## src/rtl/mah_pkg.sv

```systemverilog
package mah_pkg;

  // Register offsets on the management bus
  localparam logic [7:0] MAH_ADDR_MASK_ONE = 8'h74;
  localparam logic [7:0] MAH_ADDR_MASK_TWO = 8'h75;
  localparam logic [7:0] MAH_ADDR_HOT_STATUS = 8'h79;
  localparam logic [7:0] MAH_ADDR_HOT_LIMIT_MASK = 8'h7A;
  localparam logic [7:0] MAH_ADDR_PULSES = 8'h7B;
  localparam logic [7:0] MAH_ADDR_TEST_ONE = 8'h7E;
  localparam logic [7:0] MAH_ADDR_TEST_TWO = 8'h7F;
  localparam logic [7:0] MAH_ADDR_LOW_VOLTS = 8'h76;
  localparam logic [7:0] MAH_ADDR_LOW_TEMPS = 8'h77;
  localparam logic [7:0] MAH_ADDR_PIN_TACH_CFG = 8'h78;

  // Most-significant-byte result registers whose reads release a freeze
  localparam logic [7:0] MAH_ADDR_MSB_2V5 = 8'h20;
  localparam logic [7:0] MAH_ADDR_MSB_PROC = 8'h21;
  localparam logic [7:0] MAH_ADDR_MSB_OWN = 8'h22;
  localparam logic [7:0] MAH_ADDR_MSB_5V = 8'h23;
  localparam logic [7:0] MAH_ADDR_MSB_12V = 8'h24;
  localparam logic [7:0] MAH_ADDR_MSB_REM1 = 8'h25;
  localparam logic [7:0] MAH_ADDR_MSB_LOCAL = 8'h26;
  localparam logic [7:0] MAH_ADDR_MSB_REM2 = 8'h27;

  // Reset values
  localparam logic [7:0] MAH_RST_MASK = 8'h00;
  localparam logic [7:0] MAH_RST_HOT = 8'h00;
  localparam logic [7:0] MAH_RST_PULSES = 8'h55;
  localparam logic [7:0] MAH_RST_TEST = 8'h00;
  localparam logic [7:0] MAH_RST_CFG = 8'h00;

  // Field positions
  localparam int MAH_M2_FAN4_HOT = 5;
  localparam int MAH_M2_OVERTEMP = 1;
  localparam int MAH_M1_ALL_TWO = 7;
  localparam int MAH_CFG_ALERT = 0;
  localparam int MAH_CFG_HOT_SEL = 1;
  localparam int MAH_CFG_BOOST = 2;
  localparam int MAH_CFG_FAST = 3;
  localparam int MAH_CFG_CONT_LO = 4;
  localparam int MAH_HOT_RELEASE = 6;
  localparam int MAH_HOT_ASSERT = 7;
  localparam int MAH_TIMER_W = 6;
  localparam logic [5:0] MAH_TIMER_MAX = 6'h3F;

  // Timing
  localparam int MAH_CLOCK_MHZ = 125;
  localparam int MAH_HOT_STEP_MS = 125;
  localparam int MAH_HOT_STEP_CYCLES = MAH_HOT_STEP_MS * 1000 * MAH_CLOCK_MHZ;
  localparam int MAH_TACH_FAST_MS = 250;
  localparam int MAH_TACH_SLOW_MS = 1000;
  localparam logic [3:0] MAH_TACH_FAST_STEPS = 4'(MAH_TACH_FAST_MS / MAH_HOT_STEP_MS);
  localparam logic [3:0] MAH_TACH_SLOW_STEPS = 4'(MAH_TACH_SLOW_MS / MAH_HOT_STEP_MS);

  typedef enum logic [1:0] {
    MAH_HOT_IDLE = 2'h1,
    MAH_HOT_ON = 2'h2
  } mah_hot_state_type;

  typedef struct packed {
    logic full_speed;
    logic fast_tach;
    logic [3:0] continuous_tach;
    logic tach_strobe;
  } mah_fan_ctrl_type;

endpackage : mah_pkg

```

## src/rtl/mah_regs.sv

```systemverilog
`timescale 1ns/1ps
//////////////////////////////////////////////////////////////////////////////
//////////////////////////////////////////////////////////////////////////////
module mah_regs #(
  parameter int HOT_STEP_CYCLES = mah_pkg::MAH_HOT_STEP_CYCLES
) (
  input wire logic clock_in,
  input wire logic arst_n_in,
  input wire logic [7:0] reg_addr_in,
  input wire logic [7:0] reg_wdata_in,
  input wire logic reg_wr_in,
  input wire logic reg_rd_in,
  output logic [7:0] reg_rdata_out,
  input wire logic config_lock_in,
  input wire logic [7:0] low_bits_volts_in,
  input wire logic [7:0] low_bits_temps_in,
  output logic [1:0] freeze_out,
  input wire logic [6:0] status_one_in,
  input wire logic [7:0] status_two_in,
  input wire logic fourth_tach_pin_in,
  input wire logic pwm_two_drive_in,
  output logic alert_pin_out,
  output logic alert_pin_oe_n_out,
  output logic alert_active_out,
  output logic hot_limit_exceeded_out,
  output mah_pkg::mah_fan_ctrl_type fan_ctrl_out,
  output logic [7:0] pulses_per_rev_out,
  output logic [7:0] factory_test_one_out,
  output logic [7:0] factory_test_two_out
);
  import mah_pkg::*;

  localparam int STEP_W = $clog2(HOT_STEP_CYCLES + 1);
  localparam logic [STEP_W-1:0] STEP_LAST = STEP_W'(HOT_STEP_CYCLES - 1);

  logic [7:0] mask_one_ff;
  logic [7:0] mask_two_ff;
  logic [7:0] limit_mask_ff;
  logic [7:0] pulses_ff;
  logic [7:0] test_one_ff;
  logic [7:0] test_two_ff;
  logic [7:0] cfg_ff;
  logic [7:0] rdata_ff;
  logic hot_release_flag_ff;
  logic hot_assert_flag_ff;
  logic [MAH_TIMER_W-1:0] hot_duration_timer_ff;
  logic [STEP_W-1:0] hot_step_ff;
  logic hot_exceeded_ff;
  logic hot_limit_pulse_ff;
  mah_hot_state_type hot_state_ff;
  logic [STEP_W-1:0] tach_step_ff;
  logic [3:0] tach_ticks_ff;
  logic tach_strobe_ff;
  logic pin_drive_low_ff;
  logic wr_hit;
  logic rd_hit;

  assign wr_hit = reg_wr_in;
  assign rd_hit = reg_rd_in;

  //////////////////////////////////////////////////////////////////////////////
  // Writable registers

  always_ff @(posedge clock_in or negedge arst_n_in) begin
    if (!arst_n_in) begin
      mask_one_ff <= MAH_RST_MASK;
      mask_two_ff <= MAH_RST_MASK;
      limit_mask_ff <= MAH_RST_HOT;
      pulses_ff <= MAH_RST_PULSES;
      cfg_ff <= MAH_RST_CFG;
    end else if (wr_hit) begin
      if (reg_addr_in == MAH_ADDR_MASK_ONE) begin
        // Top bit is read-only and stays clear
        mask_one_ff <= {1'b0, reg_wdata_in[MAH_M1_ALL_TWO-1:0]};
      end else if (reg_addr_in == MAH_ADDR_MASK_TWO) begin
        mask_two_ff <= reg_wdata_in;
        mask_two_ff[MAH_M2_OVERTEMP] <= 1'b0;
      end else if (reg_addr_in == MAH_ADDR_HOT_LIMIT_MASK) begin
        limit_mask_ff <= reg_wdata_in;
      end else if (reg_addr_in == MAH_ADDR_PULSES) begin
        pulses_ff <= reg_wdata_in;
      end else if (reg_addr_in == MAH_ADDR_PIN_TACH_CFG) begin
        cfg_ff <= reg_wdata_in;
      end
    end
  end

  // Factory test storage, sealed by the lock
  always_ff @(posedge clock_in or negedge arst_n_in) begin
    if (!arst_n_in) begin
      test_one_ff <= MAH_RST_TEST;
      test_two_ff <= MAH_RST_TEST;
    end else if (wr_hit && !config_lock_in) begin
      if (reg_addr_in == MAH_ADDR_TEST_ONE) begin
        test_one_ff <= reg_wdata_in;
      end else if (reg_addr_in == MAH_ADDR_TEST_TWO) begin
        test_two_ff <= reg_wdata_in;
      end
    end
  end

  //////////////////////////////////////////////////////////////////////////////
  // Low-bit readback with freeze

  logic [7:0] low_live [2];
  logic [7:0] low_addr [2];
  logic [7:0] low_hold [2];
  logic [7:0] msb_addr [2][4];

  assign low_live[0] = low_bits_volts_in;
  assign low_live[1] = low_bits_temps_in;
  assign low_addr[0] = MAH_ADDR_LOW_VOLTS;
  assign low_addr[1] = MAH_ADDR_LOW_TEMPS;
  assign msb_addr[0] = '{MAH_ADDR_MSB_2V5, MAH_ADDR_MSB_PROC, MAH_ADDR_MSB_OWN, MAH_ADDR_MSB_5V};
  assign msb_addr[1] = '{MAH_ADDR_MSB_12V, MAH_ADDR_MSB_REM1, MAH_ADDR_MSB_LOCAL,
                         MAH_ADDR_MSB_REM2};

  genvar g;
  generate
    for (g = 0; g < 2; g++) begin : gen_low
      logic [7:0] hold_ff;
      logic [3:0] pend_ff;
      logic frozen_ff;
      logic [3:0] msb_read;
      logic self_read;

      assign self_read = rd_hit && (reg_addr_in == low_addr[g]);
      for (genvar k = 0; k < 4; k++) begin : gen_msb
        assign msb_read[k] = rd_hit && (reg_addr_in == msb_addr[g][k]);
      end

      // Hold on the read edge itself so the value returned is the one kept
      always_ff @(posedge clock_in or negedge arst_n_in) begin
        if (!arst_n_in) begin
          hold_ff <= 8'h00;
        end else if (!(frozen_ff || self_read)) begin
          hold_ff <= low_live[g];
        end
      end

      always_ff @(posedge clock_in or negedge arst_n_in) begin
        if (!arst_n_in) begin
          pend_ff <= 4'h0;
          frozen_ff <= 1'b0;
        end else if (self_read) begin
          pend_ff <= 4'hF;
          frozen_ff <= 1'b1;
        end else if (frozen_ff) begin
          pend_ff <= pend_ff & ~msb_read;
          frozen_ff <= |(pend_ff & ~msb_read);
        end
      end

      assign low_hold[g] = hold_ff;
      assign freeze_out[g] = frozen_ff;
    end
  endgenerate

  //////////////////////////////////////////////////////////////////////////////
  // Processor-hot tracking

  logic hot_active;
  logic hot_rise;
  logic hot_fall;
  logic status_read;

  // Pin is active low and only counts when selected
  assign hot_active = cfg_ff[MAH_CFG_HOT_SEL] && !fourth_tach_pin_in;
  assign hot_rise = hot_active && (hot_state_ff == MAH_HOT_IDLE);
  assign hot_fall = !hot_active && (hot_state_ff == MAH_HOT_ON);
  assign status_read = rd_hit && (reg_addr_in == MAH_ADDR_HOT_STATUS);

  always_ff @(posedge clock_in or negedge arst_n_in) begin
    if (!arst_n_in) begin
      hot_state_ff <= MAH_HOT_IDLE;
    end else begin
      case (hot_state_ff)
        MAH_HOT_IDLE: begin
          if (hot_active) begin
            hot_state_ff <= MAH_HOT_ON;
          end
        end
        MAH_HOT_ON: begin
          if (!hot_active) begin
            hot_state_ff <= MAH_HOT_IDLE;
          end
        end
        default: begin
          hot_state_ff <= MAH_HOT_IDLE;
        end
      endcase
    end
  end

  // Event beats the clear-on-read
  always_ff @(posedge clock_in or negedge arst_n_in) begin
    if (!arst_n_in) begin
      hot_release_flag_ff <= 1'b0;
      hot_assert_flag_ff <= 1'b0;
    end else begin
      if (hot_fall) begin
        hot_release_flag_ff <= 1'b1;
      end else if (status_read) begin
        hot_release_flag_ff <= 1'b0;
      end
      if (hot_rise) begin
        hot_assert_flag_ff <= 1'b1;
      end else if (status_read) begin
        hot_assert_flag_ff <= 1'b0;
      end
    end
  end

  // Timer restarts at each new assertion and keeps its value after release
  always_ff @(posedge clock_in or negedge arst_n_in) begin
    if (!arst_n_in) begin
      hot_step_ff <= '0;
      hot_duration_timer_ff <= '0;
    end else if (hot_rise) begin
      hot_step_ff <= '0;
      hot_duration_timer_ff <= '0;
    end else if (hot_state_ff == MAH_HOT_ON && hot_active) begin
      if (hot_step_ff == STEP_LAST) begin
        hot_step_ff <= '0;
        if (hot_duration_timer_ff != MAH_TIMER_MAX) begin
          hot_duration_timer_ff <= hot_duration_timer_ff + 6'h01;
        end
      end else begin
        hot_step_ff <= hot_step_ff + STEP_W'(1);
      end
    end
  end

  // One pulse per assertion that outlasts the limit
  always_ff @(posedge clock_in or negedge arst_n_in) begin
    if (!arst_n_in) begin
      hot_exceeded_ff <= 1'b0;
      hot_limit_pulse_ff <= 1'b0;
    end else begin
      hot_limit_pulse_ff <= 1'b0;
      if (hot_rise) begin
        hot_exceeded_ff <= 1'b0;
      end else if (hot_active && !hot_exceeded_ff &&
                   hot_duration_timer_ff > limit_mask_ff[MAH_TIMER_W-1:0]) begin
        hot_exceeded_ff <= 1'b1;
        hot_limit_pulse_ff <= 1'b1;
      end
    end
  end

  //////////////////////////////////////////////////////////////////////////////
  // Tach measurement pacing

  always_ff @(posedge clock_in or negedge arst_n_in) begin
    if (!arst_n_in) begin
      tach_step_ff <= '0;
      tach_ticks_ff <= 4'h0;
      tach_strobe_ff <= 1'b0;
    end else begin
      tach_strobe_ff <= 1'b0;
      if (tach_step_ff == STEP_LAST) begin
        tach_step_ff <= '0;
        // Shortening the period mid-count takes effect on the next step
        if (tach_ticks_ff + 4'h1 >=
            (cfg_ff[MAH_CFG_FAST] ? MAH_TACH_FAST_STEPS : MAH_TACH_SLOW_STEPS)) begin
          tach_ticks_ff <= 4'h0;
          tach_strobe_ff <= 1'b1;
        end else begin
          tach_ticks_ff <= tach_ticks_ff + 4'h1;
        end
      end else begin
        tach_step_ff <= tach_step_ff + STEP_W'(1);
      end
    end
  end

  //////////////////////////////////////////////////////////////////////////////
  // Alert

  logic [7:0] two_masked;
  logic hot_events;
  logic alert_any;

  always_comb begin
    two_masked = status_two_in & ~mask_two_ff;
    // Fan four fault pin is gone when it carries the hot input
    if (cfg_ff[MAH_CFG_HOT_SEL]) begin
      two_masked[MAH_M2_FAN4_HOT] = hot_exceeded_ff && !mask_two_ff[MAH_M2_FAN4_HOT];
    end else begin
      two_masked[MAH_M2_FAN4_HOT] = status_two_in[MAH_M2_FAN4_HOT] &&
                                    !mask_two_ff[MAH_M2_FAN4_HOT];
    end
  end

  assign hot_events = (hot_release_flag_ff && !limit_mask_ff[MAH_HOT_RELEASE]) ||
                      (hot_assert_flag_ff && !limit_mask_ff[MAH_HOT_ASSERT]);
  assign alert_any = |(status_one_in & ~mask_one_ff[6:0]) ||
                     (|two_masked && !mask_one_ff[MAH_M1_ALL_TWO]) ||
                     hot_events;

  // Open-drain shared pin: alert or pass-through of the second PWM
  always_ff @(posedge clock_in or negedge arst_n_in) begin
    if (!arst_n_in) begin
      pin_drive_low_ff <= 1'b0;
    end else if (cfg_ff[MAH_CFG_ALERT]) begin
      pin_drive_low_ff <= alert_any;
    end else begin
      pin_drive_low_ff <= !pwm_two_drive_in;
    end
  end

  //////////////////////////////////////////////////////////////////////////////
  // Read port

  always_ff @(posedge clock_in or negedge arst_n_in) begin
    if (!arst_n_in) begin
      rdata_ff <= 8'h00;
    end else if (rd_hit) begin
      if (reg_addr_in == MAH_ADDR_MASK_ONE) begin
        rdata_ff <= mask_one_ff;
      end else if (reg_addr_in == MAH_ADDR_MASK_TWO) begin
        rdata_ff <= mask_two_ff;
      end else if (reg_addr_in == MAH_ADDR_LOW_VOLTS) begin
        rdata_ff <= low_hold[0];
      end else if (reg_addr_in == MAH_ADDR_LOW_TEMPS) begin
        rdata_ff <= low_hold[1];
      end else if (reg_addr_in == MAH_ADDR_PIN_TACH_CFG) begin
        rdata_ff <= cfg_ff;
      end else if (reg_addr_in == MAH_ADDR_HOT_STATUS) begin
        rdata_ff <= {hot_assert_flag_ff, hot_release_flag_ff, hot_duration_timer_ff};
      end else if (reg_addr_in == MAH_ADDR_HOT_LIMIT_MASK) begin
        rdata_ff <= limit_mask_ff;
      end else if (reg_addr_in == MAH_ADDR_PULSES) begin
        rdata_ff <= pulses_ff;
      end else if (reg_addr_in == MAH_ADDR_TEST_ONE) begin
        rdata_ff <= test_one_ff;
      end else if (reg_addr_in == MAH_ADDR_TEST_TWO) begin
        rdata_ff <= test_two_ff;
      end else begin
        rdata_ff <= 8'h00;
      end
    end
  end

  //////////////////////////////////////////////////////////////////////////////
  // Outputs

  assign reg_rdata_out = rdata_ff;
  assign alert_pin_out = 1'b0;
  assign alert_pin_oe_n_out = !pin_drive_low_ff;
  assign alert_active_out = pin_drive_low_ff && cfg_ff[MAH_CFG_ALERT];
  assign hot_limit_exceeded_out = hot_limit_pulse_ff;
  assign fan_ctrl_out.full_speed = cfg_ff[MAH_CFG_BOOST] && hot_state_ff == MAH_HOT_ON;
  assign fan_ctrl_out.fast_tach = cfg_ff[MAH_CFG_FAST];
  assign fan_ctrl_out.continuous_tach = cfg_ff[MAH_CFG_CONT_LO +: 4];
  assign fan_ctrl_out.tach_strobe = tach_strobe_ff;
  assign pulses_per_rev_out = pulses_ff;
  assign factory_test_one_out = test_one_ff;
  assign factory_test_two_out = test_two_ff;

endmodule : mah_regs

```

## config.mk

```make
export PLATFORM = sky130hd
export DESIGN_NAME = mah_regs
export DESIGN_NICKNAME = d
export VERILOG_FILES = /design/src/rtl/mah_pkg.sv /design/src/rtl/mah_regs.sv
export SDC_FILE = /design/constraint.sdc
export NUM_CORES = 1
export LEC_CHECK = 0
export BUFFER_PORTS_ARGS = -buffer_cell sky130_fd_sc_hd__buf_2
export CORE_AREA = 2 2 125 127
export CTS_CLUSTER_SIZE = 25
export DETAILED_ROUTE_END_ITERATION = 7
export DIE_AREA = 0 0 127 129
export GPL_TIMING_DRIVEN = 0
export PLACE_DENSITY = 0.76
export SLEW_MARGIN = 20
export SYNTH_ARGS = -nofsm -noshare
export SYNTH_HDL_FRONTEND = slang
export SYNTH_SLANG_ARGS = --single-unit
```

## constraint.sdc

```tcl
create_clock -name clock_in -period 2.2 [get_ports clock_in]
set_input_delay 0.22 -clock clock_in [delete_from_list [all_inputs] [get_ports clock_in]]
set_output_delay 0.22 -clock clock_in [all_outputs]
set_load 0.005 [all_outputs]
```

==> impl_results.md <==
* Wire length per cell at between 15 and 20 um
* Pin count of the biggest net entering global routing at 93
* Port Buffers at 94
* Largest delay share family, worst path: simple AND/OR/NAND/NOR gates
* Die W at about 130 um
* Critical Path Source Type: flop
* Slew HR at around a third
* Die Y at 129 um
* Worst-Margin Slew at between 900 and 1000 ps
* Required time worst endpoint at 2560 ps
* Vias at 6850
* Area Growth Syn to Fin at 17.79%
* Max FO, Critical Path at 8
* Syn Nets at between 800 and 900
* HP Class: in -> reg
* Crit path largest cell delay at 450 ps
* Final HPWL DP at between 15000 and 20000 um
* Root buffer cell: clkbuf_16
* Layout cell share with drive strength beyond 1 at between 20% and 30%
* Buf/Inv on CP at 2
* CTS max path bufs at 2
* Num CTS Buffers at 17
* PwrDens at 703.6 nW/um^2
* Unrepaired setup endpoints after global routing: true
* Worst-path cell chain: or3_4 -> nor4_4 -> buf_4 -> buf_4 -> nand3_1 -> or3_1 -> a21oi_1
* Layout Utilization at between 60% and 70%
* Outcome: finished, final reports clean
* Asr flop ratio synth at 100.0%
* Clk_lat worst skew at 430 ps
* Final Hold Vio Count at 0
* # Max-Cap Violations at 0
* Total power at approximately 0.0067 W
* Synth cell types at roughly 70
* Period Utilization, post-route at between 90% and 100%
* Post-synth top flop: dfrtp_1
* CTS clk-pin slew, worst paths at around 60 ps
* CTS HTree Levels at 4
* # setup viols final at 0
* GRT Total Usage at a little over a quarter
* Routed Wire Length at between 20000 and 25000 um
* Kind of critical path: reg -> reg
* Clk sinks at around 150
* Most Frequent Cell on Critical Path: buf_4
* Leak at between 4 and 5 nW
* First-pass GRT wire length at approximately 34000 um
* DRC Markers at 0
* GP Congestion at a little over 0.9
* Worst path arrival time at 2490 ps
* 1st-pass router iterations at 6
* Nets@finish at around 980
* Synth Cell Area at 8066 um^2
* TNS Setup at 0 ps
* TritonCTS clock tree: done
* Min cycle time layout at between 2000 and 2500 ps
* GRT overflow at 0
* Sequential fraction of the synthesis area at ~48%
* Standard-cell rows at 45
* Crit. End Element: flop
* Area of the die at around 16000 um^2
* Via-to-Cell Ratio at 6.132
* Vias in the first global route at between 6k and 7k
* Mean Syn Cell Area at between 10 and 15 um^2
* Core footprint at about 15000 um^2
* Syn Inst Count at approximately 800
* Diode count at 0
* Fillers at approximately 1.2k
* Initial Util at 53.86%
* Max stage delay cell, worst path: dfrtp_2
* Iter 0 DRT Violations at just under 800
* Fin. max-slew vios at 0
* Post-synth EDFFs at 0
* DRT antenna net count at 0
* Max Fclk at 469.6 MHz
* Max Clock Skew at around 6.6 ps
* Worst vdd ir at roughly 0.57 mV
* YS warnings at 0
* Initial antenna violation count at 0
* Seq cells post-synth at roughly 150
* # IOs at 99
cells in the final DEF (no fill, tap or decap), types with 15 or more instances in the layout:
cell type	instances
dfrtp_1	148
buf_2	103
nand2_1	72
mux2_2	68
nor2_1	47
nand3_1	42
o21ai_0	40
inv_1	38
a21oi_1	38
a31oi_1	20
clkbuf_16	17
clkbuf_1	16
xnor2_1	15
through the flow:
stage	hold slack, ps	std cells	setup slack (ps)	instance area [um^2]
after floorplan	-75.59	797	306.6	8066
after global placement	434.5	1079	-1343	8772
after detailed placement	184.3	1080	-207.2	8810
after CTS	8.215	1113	46.12	9440
after global routing	3.821	1117	-34.29	9502
final	9.064	1117	70.64	9502
repair_timing:
| item | in CTS | in global routing |
|---|---|---|
| gates resized for setup | 0 | 11 |
| pin swaps | 1 | 2 |
| endpoints found under the setup margin | 1 | 28 |
| hold buffers | 1 | 0 |
| endpoints found under the hold margin | 59 | 0 |
| setup buffers | 0 | 4 |
routing by layer:
metal,part of all wire (%),GRT usage (%)
met1,41,35.07
met3,6.7,6.195
met4,3.9,12.09
met5,0,0
met2,48,44.05
logic make-up (layout without fill, tap and decap cells):
logic type                 count (synthesis)  after routing  share of synthesized area [%]
AOI/OAI and AO/OA                        162            162                          13.00
xor gates and xnor gates                  22             22                          2.389
adders and majority gates                 12             12                          1.861
buffers and inverters                     78            210                          4.203
DFF                                      154            154                          47.85
muxes                                     84             84                          11.79
other                                      1              1                        0.04649
and+or+nand+nor                          284            284                          18.86
area by class of cell:
cell class / instances / area [um^2] / area share, %
plain buffers: 39 / 196.4 / 2.067
flip-flops and latches: 154 / 3861 / 40.64
well taps: 188 / 235.2 / 2.476
repair buffers: 100 / 548.0 / 5.768
clock buffers: 20 / 446.7 / 4.701
clock inverters: 12 / 173.9 / 1.830
multi-input cells: 565 / 3894 / 40.98
inverters: 39 / 146.4 / 1.541
worst reg2reg max path: stages (launching register included):
cell and delay [ps]:
dfrtp_2 450, or3_4 410, nor4_4 250, buf_4 190, buf_4 120, nand3_1 120
or3_1 380, a21oi_1 150
registers in the layout, indices dropped and copies added (netlist names):
name / cells
pulses_per_rev_out: 8
limit_mask_ff: 8
hot_limit_exceeded_out: 1
mask_one_ff: 7
hot_assert_flag_ff: 1
pin_drive_low_ff: 1
gen_low.frozen_ff: 2
factory_test_two_out: 8
reg_rdata_out: 8
tach_ticks_ff: 4
mask_two_ff: 7
tach_strobe_ff: 1
hot_exceeded_ff: 1
hot_state_ff: 2
hot_step_ff: 24
factory_test_one_out: 8
gen_low.hold_ff: 16
gen_low.pend_ff: 8
cfg_ff: 8
hot_duration_timer_ff: 6
tach_step_ff: 24
hot_release_flag_ff: 1
power by group:
part           internal, W  switching, W
Sequential         0.00295     0.0000923
Combinational     0.000224      0.000323
Clock              0.00192       0.00118
synthesized netlist by cell type (all sizes together) (4+ instances only):
| cell | instances | area share, % |
|---|---|---|
| a211oi | 6 | 0.56 |
| a21boi | 4 | 0.37 |
| a21oi | 40 | 2.6 |
| a221o | 6 | 0.74 |
| a22oi | 5 | 0.47 |
| a31oi | 22 | 1.9 |
| a41oi | 4 | 0.43 |
| and2 | 7 | 0.54 |
| and3 | 13 | 1.0 |
| buf | 22 | 1.6 |
| clkbuf | 17 | 0.79 |
| dfrtp | 149 | 46 |
| dfstp | 5 | 1.6 |
| ha | 12 | 1.9 |
| inv | 38 | 1.8 |
| mux2 | 68 | 9.5 |
| mux2i | 14 | 1.7 |
| nand2 | 72 | 3.4 |
| nand2b | 10 | 0.78 |
| nand3 | 43 | 2.7 |
| nand3b | 4 | 0.37 |
| nand4 | 14 | 1.1 |
| nand4b | 5 | 0.54 |
| nor2 | 49 | 2.3 |
| nor2b | 14 | 1.1 |
| nor3 | 14 | 0.93 |
| nor4 | 13 | 1.5 |
| o21ai | 40 | 2.5 |
| o22ai | 8 | 0.62 |
| or3 | 7 | 0.60 |
| xnor2 | 15 | 1.6 |
| xor2 | 7 | 0.76 |
worst paths after layout:
| kind | from | slack (ps) | end | cells past startpoint |
|---|---|---|---|---|
| max | hot_step_ff[15]$_DFFE_PN0P_ | 70 | hot_duration_timer_ff[3]$_DFFE_PN0P_ | 7 |
| min | low_bits_temps_in[1] | 9 | gen_low[1].hold_ff[1]$_DFFE_PN0N_ | 3 |
| max reg2reg | hot_step_ff[15]$_DFFE_PN0P_ | 70 | hot_duration_timer_ff[3]$_DFFE_PN0P_ | 7 |
| min reg2reg | hot_assert_flag_ff$_DFFE_PN0P_ | 490 | hot_assert_flag_ff$_DFFE_PN0P_ | 2 |
| max in group asynchronous | arst_n_in | 1060 | pulses_per_rev_out[0]$_DFFE_PN1P_ | 3 |
| min in group asynchronous | arst_n_in | 310 | gen_low[0].pend_ff[1]$_DFFE_PN0P_ | 2 |
No activity file was read; power rests on OpenSTA's default activity.
